==> config.mk <==
export PLATFORM = sky130hd
export DESIGN_NAME = iob_top
export DESIGN_NICKNAME = d
export VERILOG_FILES = /design/src/iob_pkg.sv /design/src/iob_debounce.sv /design/src/iob_flash.sv /design/src/iob_top.sv
export VERILOG_INCLUDE_DIRS = /design/src
export SDC_FILE = /design/constraint.sdc
export NUM_CORES = 1
export LEC_CHECK = 0
export BUFFER_PORTS_ARGS = -buffer_cell sky130_fd_sc_hd__buf_2
export CORE_AREA = 2 2 180 226
export CTS_CLUSTER_DIAMETER = 40
export DETAILED_ROUTE_END_ITERATION = 10
export DIE_AREA = 0 0 182 228
export PLACE_DENSITY = 0.77
export RECOVER_POWER = 100
export SYNTH_ARGS = -nofsm -noshare
export SYNTH_HDL_FRONTEND = slang
export SYNTH_SLANG_ARGS = --single-unit
==> constraint.sdc <==
create_clock -name core_clk -period 3.14 [get_ports core_clk]
set_clock_uncertainty 0.1 [all_clocks]
set_input_delay 0.314 -clock core_clk [delete_from_list [all_inputs] [get_ports core_clk]]
set_output_delay 0.314 -clock core_clk [all_outputs]
set_load 0.02 [all_outputs]
==> src/iob_map.svh <==
/*
  Register offsets, field positions, reset values and timing figures of the
  I/O block status logic. Assumes a 50 MHz core clock and a 4-bit word index.
*/
`ifndef IOB_MAP_SVH
`define IOB_MAP_SVH

// ----------------------------------------------------------------------
// register word offsets
// ----------------------------------------------------------------------
`define IOB_A_ID        4'h0
`define IOB_A_CTRL      4'h1
`define IOB_A_DIR       4'h2
`define IOB_A_OUT       4'h3
`define IOB_A_IN        4'h4
`define IOB_A_FILT      4'h5
`define IOB_A_FAULT     4'h6
`define IOB_A_STAT      4'h7
`define IOB_A_TRIP      4'h8

// ----------------------------------------------------------------------
// fields and reset values
// ----------------------------------------------------------------------
`define IOB_CTRL_ERR    2
`define IOB_DW          16
`define IOB_RST_WORD    16'h0000
`define IOB_RST_FILT    5'h00
`define IOB_ID_DEFAULT  16'h5A31

// ----------------------------------------------------------------------
// timing
// ----------------------------------------------------------------------
`define IOB_CLK_HZ      50000000
`define IOB_MS_CYC      (`IOB_CLK_HZ / 1000)
`define IOB_REARM_MS    10
`define IOB_FILT_MAX_MS 25
`define IOB_FLASH_MS    200
`define IOB_HW_FAST_US  10
`define IOB_HW_SLOW_US  70
`define IOB_HW_FAST_CYC ((`IOB_CLK_HZ / 1000000) * `IOB_HW_FAST_US)
`define IOB_HW_SLOW_CYC ((`IOB_CLK_HZ / 1000000) * `IOB_HW_SLOW_US)
`define IOB_SYNC_LAT    4

`endif

==> src/iob_pkg.sv <==
/*
  Types shared by the I/O block status logic.
  Assumes iob_map.svh sits in the same folder.
*/
package iob_pkg;

  typedef enum logic [1:0] {
    IOB_BLK_RESET = 2'b00,
    IOB_BLK_PREOP = 2'b01,
    IOB_BLK_OPER  = 2'b10
  } iob_blk_st_t;

  typedef struct packed {
    logic [3:0]  addr;
    logic [15:0] wdata;
    logic        wr;
    logic        rd;
  } iob_reg_req_t;

  typedef struct packed {
    logic bus_grn;
    logic bus_red;
    logic blk_grn;
    logic blk_red;
  } iob_led_t;

  typedef struct packed {
    logic single;
    logic dbl;
    logic blink;
  } iob_flash_t;

endpackage : iob_pkg

==> src/iob_debounce.sv <==
/*
  Per-channel software debounce with a filter time in whole milliseconds.
  Assumes inputs already synchronised to core_clk.
*/
`timescale 1ns/100ps
`default_nettype none
`include "iob_map.svh"

module iob_debounce #(
  parameter int N_CH = 16
) (
  // clock and reset
  input  wire logic            core_clk,
  input  wire logic            rst_n,
  // control
  input  wire logic            ms_tick,
  input  wire logic [4:0]      filt_ms,
  // data
  input  wire logic [N_CH-1:0] raw,
  output var  logic [N_CH-1:0] state
);
  import iob_pkg::*;

  if (N_CH < 1 || N_CH > 16) begin : g_chk
    $error("iob_debounce: N_CH out of range");
  end

  typedef struct packed {
    logic [N_CH-1:0][4:0] cnt;
    logic [N_CH-1:0]      val;
  } iob_deb_st_t;

  iob_deb_st_t st_q, st_d;

  // a new level must stand for filt_ms ticks; the first tick may be partial
  always_comb begin
    st_d = st_q;
    for (int i = 0; i < N_CH; i++) begin
      if (raw[i] == st_q.val[i]) begin
        st_d.cnt[i] = 5'h00;
      end else if (filt_ms == 5'h00) begin
        st_d.val[i] = raw[i];
      end else if (ms_tick) begin
        if (st_q.cnt[i] + 5'h01 >= filt_ms) begin
          st_d.val[i] = raw[i];
          st_d.cnt[i] = 5'h00;
        end else begin
          st_d.cnt[i] = st_q.cnt[i] + 5'h01;
        end
      end
    end
  end

  always_ff @(posedge core_clk or negedge rst_n) begin
    if (!rst_n) begin
      st_q <= '0;
    end else begin
      st_q <= st_d;
    end
  end

  assign state = st_q.val;

endmodule : iob_debounce
`default_nettype wire

==> src/iob_flash.sv <==
/*
  Flash pattern generator: single flash, double flash and continuous blink.
  Assumes a one-cycle millisecond tick on the same clock.
*/
`timescale 1ns/100ps
`default_nettype none
`include "iob_map.svh"

module iob_flash #(
  parameter int SLOT_MS = `IOB_FLASH_MS
) (
  // clock and reset
  input  wire logic                core_clk,
  input  wire logic                rst_n,
  // time base
  input  wire logic                ms_tick,
  // patterns
  output var  iob_pkg::iob_flash_t pat
);
  import iob_pkg::*;

  if (SLOT_MS < 2 || SLOT_MS > 255) begin : g_chk
    $error("iob_flash: SLOT_MS out of range");
  end

  typedef struct packed {
    logic [7:0]  ms;
    logic [2:0]  slot;
    iob_flash_t  pat;
  } iob_flash_st_t;

  iob_flash_st_t st_q, st_d;

  // a frame is eight slots; patterns light in fixed slots of it
  always_comb begin
    st_d = st_q;
    if (ms_tick) begin
      if (st_q.ms == 8'(SLOT_MS - 1)) begin
        st_d.ms   = 8'h00;
        st_d.slot = st_q.slot + 3'h1;
      end else begin
        st_d.ms = st_q.ms + 8'h01;
      end
    end
    st_d.pat.single = (st_q.slot == 3'h0);
    st_d.pat.dbl    = (st_q.slot == 3'h0) || (st_q.slot == 3'h2);
    st_d.pat.blink  = ~st_q.slot[0];
  end

  always_ff @(posedge core_clk or negedge rst_n) begin
    if (!rst_n) begin
      st_q <= '0;
    end else begin
      st_q <= st_d;
    end
  end

  assign pat = st_q.pat;

endmodule : iob_flash
`default_nettype wire

==> src/iob_top.sv <==
/*
  Status indication and channel supervision of a 16-channel configurable
  digital I/O block: bus and block LEDs, channel LEDs, input debounce,
  output re-arm after overcurrent, identification word.
  Assumes bus_pwr and bus_err come from bus logic on core_clk, while
  channel, fault and supply pins arrive asynchronously.
*/
`timescale 1ns/100ps
`default_nettype none
`include "iob_map.svh"

module iob_top #(
  parameter int          N_CH     = 16,
  parameter int          MS_CYC   = `IOB_MS_CYC,
  parameter int          FLASH_MS = `IOB_FLASH_MS,
  // identification value is arbitrary
  parameter logic [15:0] ID_CODE  = `IOB_ID_DEFAULT
) (
  // clock and reset
  input  wire logic                  core_clk,
  input  wire logic                  rst_n,
  // register port
  input  wire iob_pkg::iob_reg_req_t reg_req,
  output var  logic [15:0]           reg_rdata,
  // bus condition from bus logic
  input  wire logic                  bus_pwr,
  input  wire logic                  bus_err,
  // supply monitor pins
  input  wire logic                  sup_present,
  input  wire logic                  sup_in_range,
  // channel pins
  input  wire logic [N_CH-1:0]       ch_in,
  input  wire logic [N_CH-1:0]       ch_in_range_err,
  input  wire logic [N_CH-1:0]       ch_overcurrent,
  output var  logic [N_CH-1:0]       ch_out,
  // indicators
  output var  iob_pkg::iob_led_t     led,
  output var  logic [N_CH-1:0]       led_ch
);
  import iob_pkg::*;

  // ----------------------------------------------------------------------
  // elaboration checks
  // ----------------------------------------------------------------------
  if (N_CH < 1 || N_CH > `IOB_DW) begin : g_chk_ch
    $error("iob_top: N_CH must be 1 to 16");
  end
  if (MS_CYC < 2 || MS_CYC > 65535) begin : g_chk_ms
    $error("iob_top: MS_CYC out of range");
  end
  // synchroniser delay stays under the fast and slow hardware filter limits
  if (`IOB_SYNC_LAT > `IOB_HW_FAST_CYC) begin : g_chk_fast
    $error("iob_top: input path too slow for channels 0 to 3");
  end
  if (`IOB_SYNC_LAT > `IOB_HW_SLOW_CYC) begin : g_chk_slow
    $error("iob_top: input path too slow for channels 4 up");
  end

  // ----------------------------------------------------------------------
  // state
  // ----------------------------------------------------------------------
  typedef struct packed {
    // synchronisers: stage 1, 2, 3 and the accepted level
    logic [N_CH-1:0]      in_s1;
    logic [N_CH-1:0]      in_s2;
    logic [N_CH-1:0]      in_s3;
    logic [N_CH-1:0]      in_a;
    logic [N_CH-1:0]      rng_s1;
    logic [N_CH-1:0]      rng_s2;
    logic [N_CH-1:0]      rng_s3;
    logic [N_CH-1:0]      rng_a;
    logic [N_CH-1:0]      oc_s1;
    logic [N_CH-1:0]      oc_s2;
    logic [N_CH-1:0]      oc_s3;
    logic [N_CH-1:0]      oc_a;
    logic [1:0]           sup_s1;
    logic [1:0]           sup_s2;
    logic [1:0]           sup_s3;
    logic [1:0]           sup_a;
    // millisecond time base
    logic [15:0]          ms_cnt;
    logic                 ms_tick;
    // software registers
    iob_blk_st_t          blk_st;
    logic                 blk_err;
    logic [N_CH-1:0]      dir;
    logic [N_CH-1:0]      out_cmd;
    logic [4:0]           filt;
    logic [N_CH-1:0]      fault;
    // output protection
    logic [N_CH-1:0]      trip;
    logic [N_CH-1:0][3:0] rtmr;
    // registered outputs
    logic [N_CH-1:0]      ch_out;
    iob_led_t             led;
    logic [N_CH-1:0]      led_ch;
    logic [15:0]          rdata;
  } iob_top_st_t;

  iob_top_st_t     st_q, st_d;
  iob_flash_t      pat;
  logic [N_CH-1:0] in_deb;

  // ----------------------------------------------------------------------
  // helpers
  // ----------------------------------------------------------------------
  function automatic logic [15:0] iob_word(input logic [N_CH-1:0] v);
    logic [15:0] w;
    w = `IOB_RST_WORD;
    w[N_CH-1:0] = v;
    return w;
  endfunction : iob_word

  // a bit moves only when stages 2 and 3 agree
  function automatic logic [N_CH-1:0] iob_accept(
    input logic [N_CH-1:0] s2,
    input logic [N_CH-1:0] s3,
    input logic [N_CH-1:0] a
  );
    return (s2 & s3) | (a & (s2 ^ s3));
  endfunction : iob_accept

  // ----------------------------------------------------------------------
  // sub-blocks
  // ----------------------------------------------------------------------
  iob_flash #(
    .SLOT_MS (FLASH_MS)
  ) u_flash (
    .core_clk (core_clk),
    .rst_n    (rst_n),
    .ms_tick  (st_q.ms_tick),
    .pat      (pat)
  );

  iob_debounce #(
    .N_CH (N_CH)
  ) u_deb (
    .core_clk (core_clk),
    .rst_n    (rst_n),
    .ms_tick  (st_q.ms_tick),
    .filt_ms  (st_q.filt),
    .raw      (st_q.in_a),
    .state    (in_deb)
  );

  // ----------------------------------------------------------------------
  // next state
  // ----------------------------------------------------------------------
  always_comb begin
    logic [N_CH-1:0] live_flt;
    logic [N_CH-1:0] fclr;
    logic            sup_ok;
    logic            rng_ok;

    st_d     = st_q;
    live_flt = '0;
    fclr     = '0;

    // pin synchronisers; short enough for both hardware filter limits
    st_d.in_s1  = ch_in;
    st_d.in_s2  = st_q.in_s1;
    st_d.in_s3  = st_q.in_s2;
    st_d.in_a   = iob_accept(st_q.in_s2, st_q.in_s3, st_q.in_a);
    st_d.rng_s1 = ch_in_range_err;
    st_d.rng_s2 = st_q.rng_s1;
    st_d.rng_s3 = st_q.rng_s2;
    st_d.rng_a  = iob_accept(st_q.rng_s2, st_q.rng_s3, st_q.rng_a);
    st_d.oc_s1  = ch_overcurrent;
    st_d.oc_s2  = st_q.oc_s1;
    st_d.oc_s3  = st_q.oc_s2;
    st_d.oc_a   = iob_accept(st_q.oc_s2, st_q.oc_s3, st_q.oc_a);
    st_d.sup_s1 = {sup_in_range, sup_present};
    st_d.sup_s2 = st_q.sup_s1;
    st_d.sup_s3 = st_q.sup_s2;
    st_d.sup_a  = (st_q.sup_s2 & st_q.sup_s3)
                | (st_q.sup_a & (st_q.sup_s2 ^ st_q.sup_s3));
    sup_ok = st_q.sup_a[0];
    rng_ok = st_q.sup_a[1];

    // millisecond tick shared by debounce, re-arm and flash timing
    st_d.ms_tick = 1'b0;
    if (st_q.ms_cnt == 16'(MS_CYC - 1)) begin
      st_d.ms_cnt  = 16'h0000;
      st_d.ms_tick = 1'b1;
    end else begin
      st_d.ms_cnt = st_q.ms_cnt + 16'h0001;
    end

    // ----------------------------------------------------------------
    // register writes
    // ----------------------------------------------------------------
    if (reg_req.wr) begin
      if (reg_req.addr == `IOB_A_CTRL) begin
        case (reg_req.wdata[1:0])
          IOB_BLK_PREOP: st_d.blk_st = IOB_BLK_PREOP;
          IOB_BLK_OPER:  st_d.blk_st = IOB_BLK_OPER;
          default:       st_d.blk_st = IOB_BLK_RESET;
        endcase
        st_d.blk_err = reg_req.wdata[`IOB_CTRL_ERR];
      end else if (reg_req.addr == `IOB_A_DIR) begin
        st_d.dir = reg_req.wdata[N_CH-1:0];
      end else if (reg_req.addr == `IOB_A_OUT) begin
        st_d.out_cmd = reg_req.wdata[N_CH-1:0];
      end else if (reg_req.addr == `IOB_A_FILT) begin
        // values above the longest filter time are held at it
        if (reg_req.wdata[4:0] > 5'(`IOB_FILT_MAX_MS)) begin
          st_d.filt = 5'(`IOB_FILT_MAX_MS);
        end else begin
          st_d.filt = reg_req.wdata[4:0];
        end
      end else if (reg_req.addr == `IOB_A_FAULT) begin
        fclr = reg_req.wdata[N_CH-1:0];
      end
    end

    // ----------------------------------------------------------------
    // output protection and automatic re-arm
    // ----------------------------------------------------------------
    for (int i = 0; i < N_CH; i++) begin
      if (!st_q.trip[i]) begin
        if (st_q.dir[i] && st_q.out_cmd[i] && st_q.oc_a[i]) begin
          st_d.trip[i] = 1'b1;
          st_d.rtmr[i] = 4'h0;
        end
      end else if (st_q.ms_tick) begin
        // one extra tick covers a partial first millisecond
        if (st_q.rtmr[i] == 4'(`IOB_REARM_MS)) begin
          st_d.trip[i] = 1'b0;
        end else begin
          st_d.rtmr[i] = st_q.rtmr[i] + 4'h1;
        end
      end
      live_flt[i] = st_q.dir[i] ? (st_q.oc_a[i] | st_q.trip[i]) : st_q.rng_a[i];
    end

    // sticky faults: a new fault wins over a clear in the same cycle
    st_d.fault = (st_q.fault & ~fclr) | live_flt;

    // outputs switch off while tripped or configured as input
    st_d.ch_out = st_q.dir & st_q.out_cmd & ~st_q.trip;

    // ----------------------------------------------------------------
    // indicators
    // ----------------------------------------------------------------
    // an output bit lit one cycle past a direction change still shows a driven pin
    st_d.led_ch = st_q.ch_out | (~st_q.dir & in_deb);

    // bus pair: off/off no power, on/on not initialised
    if (!bus_pwr) begin
      st_d.led.bus_grn = 1'b0;
      st_d.led.bus_red = 1'b0;
    end else if (bus_err) begin
      st_d.led.bus_grn = 1'b0;
      st_d.led.bus_red = 1'b1;
    end else if (st_q.blk_st == IOB_BLK_OPER) begin
      st_d.led.bus_grn = 1'b1;
      st_d.led.bus_red = 1'b0;
    end else begin
      st_d.led.bus_grn = 1'b1;
      st_d.led.bus_red = 1'b1;
    end

    // green block indicator
    if (!sup_ok) begin
      st_d.led.blk_grn = 1'b0;
    end else begin
      case (st_q.blk_st)
        IOB_BLK_PREOP: st_d.led.blk_grn = pat.blink;
        IOB_BLK_OPER:  st_d.led.blk_grn = 1'b1;
        default:       st_d.led.blk_grn = pat.single;
      endcase
    end

    // red block indicator, most serious condition first
    if (!sup_ok) begin
      st_d.led.blk_red = 1'b0;
    end else if (st_q.blk_err || st_q.blk_st == IOB_BLK_RESET) begin
      st_d.led.blk_red = 1'b1;
    end else if (!rng_ok) begin
      st_d.led.blk_red = pat.dbl;
    end else if (|live_flt) begin
      st_d.led.blk_red = pat.single;
    end else begin
      st_d.led.blk_red = 1'b0;
    end

    // ----------------------------------------------------------------
    // register reads: data stand for one cycle only
    // ----------------------------------------------------------------
    st_d.rdata = `IOB_RST_WORD;
    if (reg_req.rd) begin
      if (reg_req.addr == `IOB_A_ID) begin
        st_d.rdata = ID_CODE;
      end else if (reg_req.addr == `IOB_A_CTRL) begin
        st_d.rdata = {13'h0000, st_q.blk_err, st_q.blk_st};
      end else if (reg_req.addr == `IOB_A_DIR) begin
        st_d.rdata = iob_word(st_q.dir);
      end else if (reg_req.addr == `IOB_A_OUT) begin
        st_d.rdata = iob_word(st_q.out_cmd);
      end else if (reg_req.addr == `IOB_A_IN) begin
        st_d.rdata = iob_word(in_deb);
      end else if (reg_req.addr == `IOB_A_FILT) begin
        st_d.rdata = {11'h000, st_q.filt};
      end else if (reg_req.addr == `IOB_A_FAULT) begin
        st_d.rdata = iob_word(st_q.fault);
      end else if (reg_req.addr == `IOB_A_STAT) begin
        st_d.rdata = {10'h000, st_q.blk_st, bus_err, bus_pwr, rng_ok, sup_ok};
      end else if (reg_req.addr == `IOB_A_TRIP) begin
        st_d.rdata = iob_word(st_q.trip);
      end
    end
  end

  // ----------------------------------------------------------------------
  // state register
  // ----------------------------------------------------------------------
  always_ff @(posedge core_clk or negedge rst_n) begin
    if (!rst_n) begin
      st_q        <= '0;
      st_q.blk_st <= IOB_BLK_RESET;
      st_q.filt   <= `IOB_RST_FILT;
    end else begin
      st_q <= st_d;
    end
  end

  // ----------------------------------------------------------------------
  // outputs, all from flip-flops
  // ----------------------------------------------------------------------
  assign reg_rdata = st_q.rdata;
  assign ch_out    = st_q.ch_out;
  assign led       = st_q.led;
  assign led_ch    = st_q.led_ch;

endmodule : iob_top
`default_nettype wire

---- After elaboration in Yosys (flattened, before gate mapping) ----
Cells that the tools add are included.
storage, ports and cells
  register bits after elaboration ......... 515
  bits in latches ......................... 0
  bits in writable memories ............... 0
  memory bits (read-only) ................. 0
  bits of input ports ..................... 76
  output and inout bits ................... 52
  word-level logic and storage cells ...... 720
  memories ................................ 0
operators by class
  add/sub/neg operators ................... 35
  multiply operators ...................... 0
  divide/modulo/power cells ............... 0
  $lt $le $gt $ge ......................... 17
  equal/unequal tests ..................... 95
  shifts and indexed selects .............. 0
  multiplexer cells ....................... 286
  bitwise gates (word level) .............. 61
  reduce and logical (&&, ||, !) cells .... 141
operator list
  cell                                                             count
  5-bit two-way mux                                                65
  16-bit two-way mux                                               17
  4-bit two-way mux                                                64
  16-bit AND                                                       10
  1-bit two-way mux                                                135
  3-bit AND reduction                                              33
  2-bit nonzero test                                               49
  5-bit by 1-bit adder with 5-bit output, second input constant    16
  5-bit greater-or-equal comparator                                16
  16-bit OR                                                        5
  4-bit == test, second input constant                             17
  4-bit by 1-bit adder with 4-bit output, second input constant    16
  2-bit by 1-bit != test with 1-bit output, second input constant  25
  16-bit NOT                                                       3
  16-bit bitwise XOR                                               3
  2-bit != test, second input constant                             23
  2-bit AND reduction                                              18
  1-bit logical AND                                                32
  1-bit NOT                                                        20
  16-bit by 1-bit adder with 16-bit output, second input constant  1
  1-bit == test                                                    16
  16-bit == test, second input constant                            1
  4-bit by 3-bit == test with 1-bit output, second input constant  4
  1-bit OR                                                         16
  other kinds (24)                                                 30

---- Depth between registers and ports, before layout ----
  word-level depth ........................ 11
  gate-level depth with buffers ........... 9
  depth with buffers taken out ............ 9

---- By module ----
Synthesis repeated with hierarchy kept, for this count alone.
unflattened totals
  cells, all modules ...................... 2086
  area, all modules ....................... 24205.7 µm²
modules (own cells, without submodules)
  module        times used  cells each  area each (µm²)  sequential area each (µm²)
  iob_top       1           1347        16628.4          10134.7
  iob_debounce  1           672         6829.0           2402.3
  iob_flash     1           67          748.2            350.3

---- Least setup slack after synthesis ----
No wires, ideal clock.
  path kind ............................... register to register
  start point ............................. register u_deb.st_q[16] in the netlist's numbering
  end point ............................... register u_deb.st_q, in the netlist u_deb.state[0]
  setup time .............................. 125 ps
  arrival time ............................ 2191 ps
  data required time ...................... 2915 ps
  path slack .............................. 724 ps
  cell stages (with the launch flop) ...... 10
  path buffers ............................ 0
  period minus slack after synthesis ...... 2416 ps
  cells stage by stage .................... dfrtp_1 -> ha_1 -> nor2b_1 -> or2_2 -> ha_1 -> a21o_1 -> a31oi_1 -> o21ai_0 -> a21oi_1 -> mux2_2
between the ends
  cells in the longest elaborated chain, start to end .. 4
RTL lines
  item                                    line                RTL
  start: declaration                      iob_debounce.sv:33  iob_deb_st_t st_q, st_d;
  start signal: assignment                iob_debounce.sv:58  st_q <= st_d;
  5-bit by 1-bit adder with 5-bit output  iob_debounce.sv:44  if (st_q.cnt[i] + 5'h01 >= filt_ms) begin
  5-bit greater-or-equal comparator       iob_debounce.sv:44
  2-bit nonzero test (no source line)     -
  3-bit AND reduction (no source line)    -
Every way passes these cells.
A chain may end at the register's enable or synchronous reset.

---- Final worst setup path ----
  start point ............................. register st_q[148] in the netlist's numbering
  end point ............................... register u_deb.st_q[84] in the netlist's numbering
between the ends
  cells in the longest elaborated chain, start to end .. 5
  elaborated cells on any way between the ends .. 8
  those cells by class .................... 1 x order compare; 1 x eq/ne; 4 x mux; 2 x reduce/logical
RTL lines
  item                               line                RTL
  start: declaration                 iob_top.sv:100      iob_top_st_t st_q, st_d;
  start signal: assignment           iob_top.sv:323      st_q <= st_d;
  5-bit greater-or-equal comparator  iob_debounce.sv:44
  5-bit two-way mux                  iob_debounce.sv:44
  5-bit two-way mux                  iob_debounce.sv:43  end else if (ms_tick) begin
  5-bit two-way mux                  iob_debounce.sv:41  end else if (filt_ms == 5'h00) begin
  5-bit two-way mux                  iob_debounce.sv:39  if (raw[i] == st_q.val[i]) begin
Several ways; a longest one is shown, not always the timed one. The select of a mux whose other input is x is not followed.

==> metrics.cfg <==
[worst_setup_path]
cp_max_fo=36
r2r_end=u_deb.st_q[84]
startpoint_type=register
regToRegSetupSlack_ns=0.34
cp_cell_sequence=buf_12 -> or4_4 -> o21ai_1 -> buf_12 -> nor3_1 -> a22o_1
crit_slowest_cell=o21ai_1
crit_path_frequent_cell=buf_12
worstPathArrival_ns=3.18
critical_path_class=reg -> reg
max_stage_delay_ns=0.77
reg2reg_from=st_q[148]
worstRegToRegCells=6
required_ns=3.52
end_kind=register

[outcome]
outcome=finished with violations
failed_checks=capacitance limit, slew limit

[timing]
rsz0062_at_grt=false
worst_pin_slew_ns=2.344
tns_ns=0
hold_viol=0
finalCritPeriodShare_pct=89.28
slew_violations=112
max_freq_mhz=356.7
setup_viol=0
min_period_ns=2.804
slew_headroom_pct=-56.26

[clock_network]
htreeDepth=2
cts_made_buffers=59
clk_path_buf_depth=3
cts_resized=0
tritoncts=yes
cts_sinks=515
postCtsSetupBuffers=0
clockRootBuffer=clkbuf_16
worstSkewPairLatency_ns=0.60
clk_pin_slew_worst_paths_ns=0.06

[power_and_ir_drop]
netSwitchingFraction_pct=30.52
power.density_nw_per_um2=637.2
ir_worst_vdd_v=0.0005120
power_frac_comb_pct=15.1
total_power_mw=17.39
internal_power_mw=12.08
power_frac_clock_pct=39.0
power.leakage_nw=13.25
seqPwrFrac_pct=45.9
p_switching_mw=5.309

[logic_synthesis]
postSynthCellCount=2058
syn_nets=2320
synth-seq-cells=515
yosys.area.top_type_share_pct=54.44
syn_area_per_cell_um2=11.50
synth_area_um2=23670
synthDistinctLibCells=68
synth_area_leaders=dfrtp_1 54%, ha_1 9.8%, a21o_1 3.8%
synthFlopType=dfrtp_1
yosysWarnings=0
synth_top_area_cell=dfrtp_1
synth-edff-count=0
async_flop_share_pct=100.0
yosysSeqAreaShare_pct=54.44

[grt]
grt_usage_pct=26.33
grt_pass1_wl_mm=88.00
grt_pass1_vias=17500
grt_overflow=0
antenna_found_initial=4
grt_start_max_net_pins=97

[final_layout]
syn_to_final_growth_pct=15.31
final_core_util_pct=68.92
layout.nets=2520
stdcell_area_um2=27290
seq_area_um2=12890
drive_gt1_share_pct=12.14
num-fill-cells=2835
multi_input_area_um2=9915

[routing]
post_drt_via_cell_ratio=5.913
wl_per_cell_um=18.72
drc=0
via_count=16630
drt-initial-drc-count=1131
first_pass_iters=7
wirelength_mm=52.67
drtAntennaViolNets=0

[worst_hold_path]
min_from=reg_req[0]
holdCritPathClass=in -> reg
worst_hold_path.endpoint=reg_rdata[9]
hold_depth=2

[placement]
port_buffers=127
placed_area_um2=24790
hpwlAfterDp_mm=35.54
gp_congestion=0.8990

[job]
drv_cap=2

[die]
coreArea_um2=39600
pin_count=128
die_w_um=182
num_rows=82
die_h_um=228
die-area_um2=41500
start_util_pct=59.77

[per-layer routing]
layer  vias to the layer above  global-route usage [%]  routed length, µm
met5                         -                       0                 13
met4                         2                   10.86               2333
met3                       171                   4.039               2653
met2                       499                   45.01              26060
met1                      8282                   33.65              21610
li1                       7678                       -                  -
[cells in the final DEF, fill, tap and decap left out, types with 50 or more instances in the layout]
cell type	instances
a21o_1	119
a21oi_1	81
a22o_1	56
buf_2	71
clkbuf_1	72
clkbuf_16	60
dfrtp_1	514
dlygate4sd3_1	70
ha_1	186
inv_1	63
mux2_2	50
nand2_1	156
nand2b_1	59
nand3_1	58
nor2_1	132
o21ai_0	89
xnor2_1	68
[flip-flops by register name, summed over array words and instances, names as in the netlist]
name and count:
u_flash.pat 3, u_deb.st_q 80, st_d 100, led_ch 16, led 4, u_deb.state 16, st_q 253, reg_rdata 16
u_flash.st_q 11, ch_out 16
[cell families (layout without fill, tap and decap cells)]
group	Yosys count	count (layout)	synth area share [%]
xor gates and xnor gates	109	109	4.033
DFF	515	515	54.44
AOI/OAI and AO/OA	449	449	12.91
buffers and inverters	163	411	3.547
and+or+nand+nor	581	581	12.59
muxes	55	55	2.648
adders and majority gates	186	186	9.831
other	0	3	0
[power groups by stage]
stage | Clock, mW | Sequential, mW | Combinational [mW]
2_1_floorplan | 0 | 7.73 | 1.99
3_3_place_gp | 0 | 8.03 | 2.49
3_5_place_dp | 0 | 8.07 | 2.58
4_1_cts | 6.89 | 7.96 | 2.68
5_1_grt | 7.21 | 8.07 | 2.91
6_report | 6.78 | 7.99 | 2.63
[worst max-delay path, delay by kind of cell, from the launching register on]
family,cells,cell delay [ns]
and+or+nand+nor,2,0.69
buffers and inverters,2,0.48
AOI/OAI and AO/OA,2,0.97
DFF,1,0.44
[metrics by stage]
step           hold slack (ns)  cells  setup slack (ns)
2_1_floorplan         -0.08159   2058            0.7245
3_3_place_gp            0.2321   2631            0.5895
3_5_place_dp            0.2347   2631            0.6191
4_1_cts                0.01798   2810            0.6075
5_1_grt                0.04044   2812            0.2236
6_report               0.05666   2813            0.3365
[synth_stat cells (34+ instances only)]
library cell    n
mux2_2         50
ha_1          186
nor2_1        131
o21ai_0        89
xor2_1         41
inv_1          62
a22o_1         56
buf_4          56
a21oi_1        81
nand2b_1       59
xnor2_1        68
dfrtp_1       515
a21o_1        119
nand3_1        57
a31oi_1        34
nor3_1         38
nand2_1       156
[what timing repair did]
action | CTS | global route
setup endpoints to repair | 0 | 0
hold endpoints to repair | 180 | 0
hold buffers | 70 | 0
[area by class of cell]
class | count | share of cell area (%)
clock buffer | 71 | 5.872
sequential | 515 | 47.22
tap | 504 | 2.310
inverter | 64 | 0.8801
timing repair buffer | 238 | 6.028
clock inverter | 38 | 1.339
multi-input combinational | 1380 | 36.32
antenna | 3 | 0.02750
[how the worst max path moves through the flow]
stage,slack [ns],from,endpoint
floorplan,0.72,u_deb.st_q[16],u_deb.state[0]
global placement,0.59,u_deb.st_q[16],u_deb.state[0]
detailed placement,0.62,u_deb.st_q[16],u_deb.state[0]
CTS,0.61,u_deb.st_q[51],u_deb.st_q[51]
global route,0.22,rst_n,u_flash.st_q[9]
finish,0.34,st_q[148],u_deb.st_q[84]
Power figures use the tool's default switching activity.
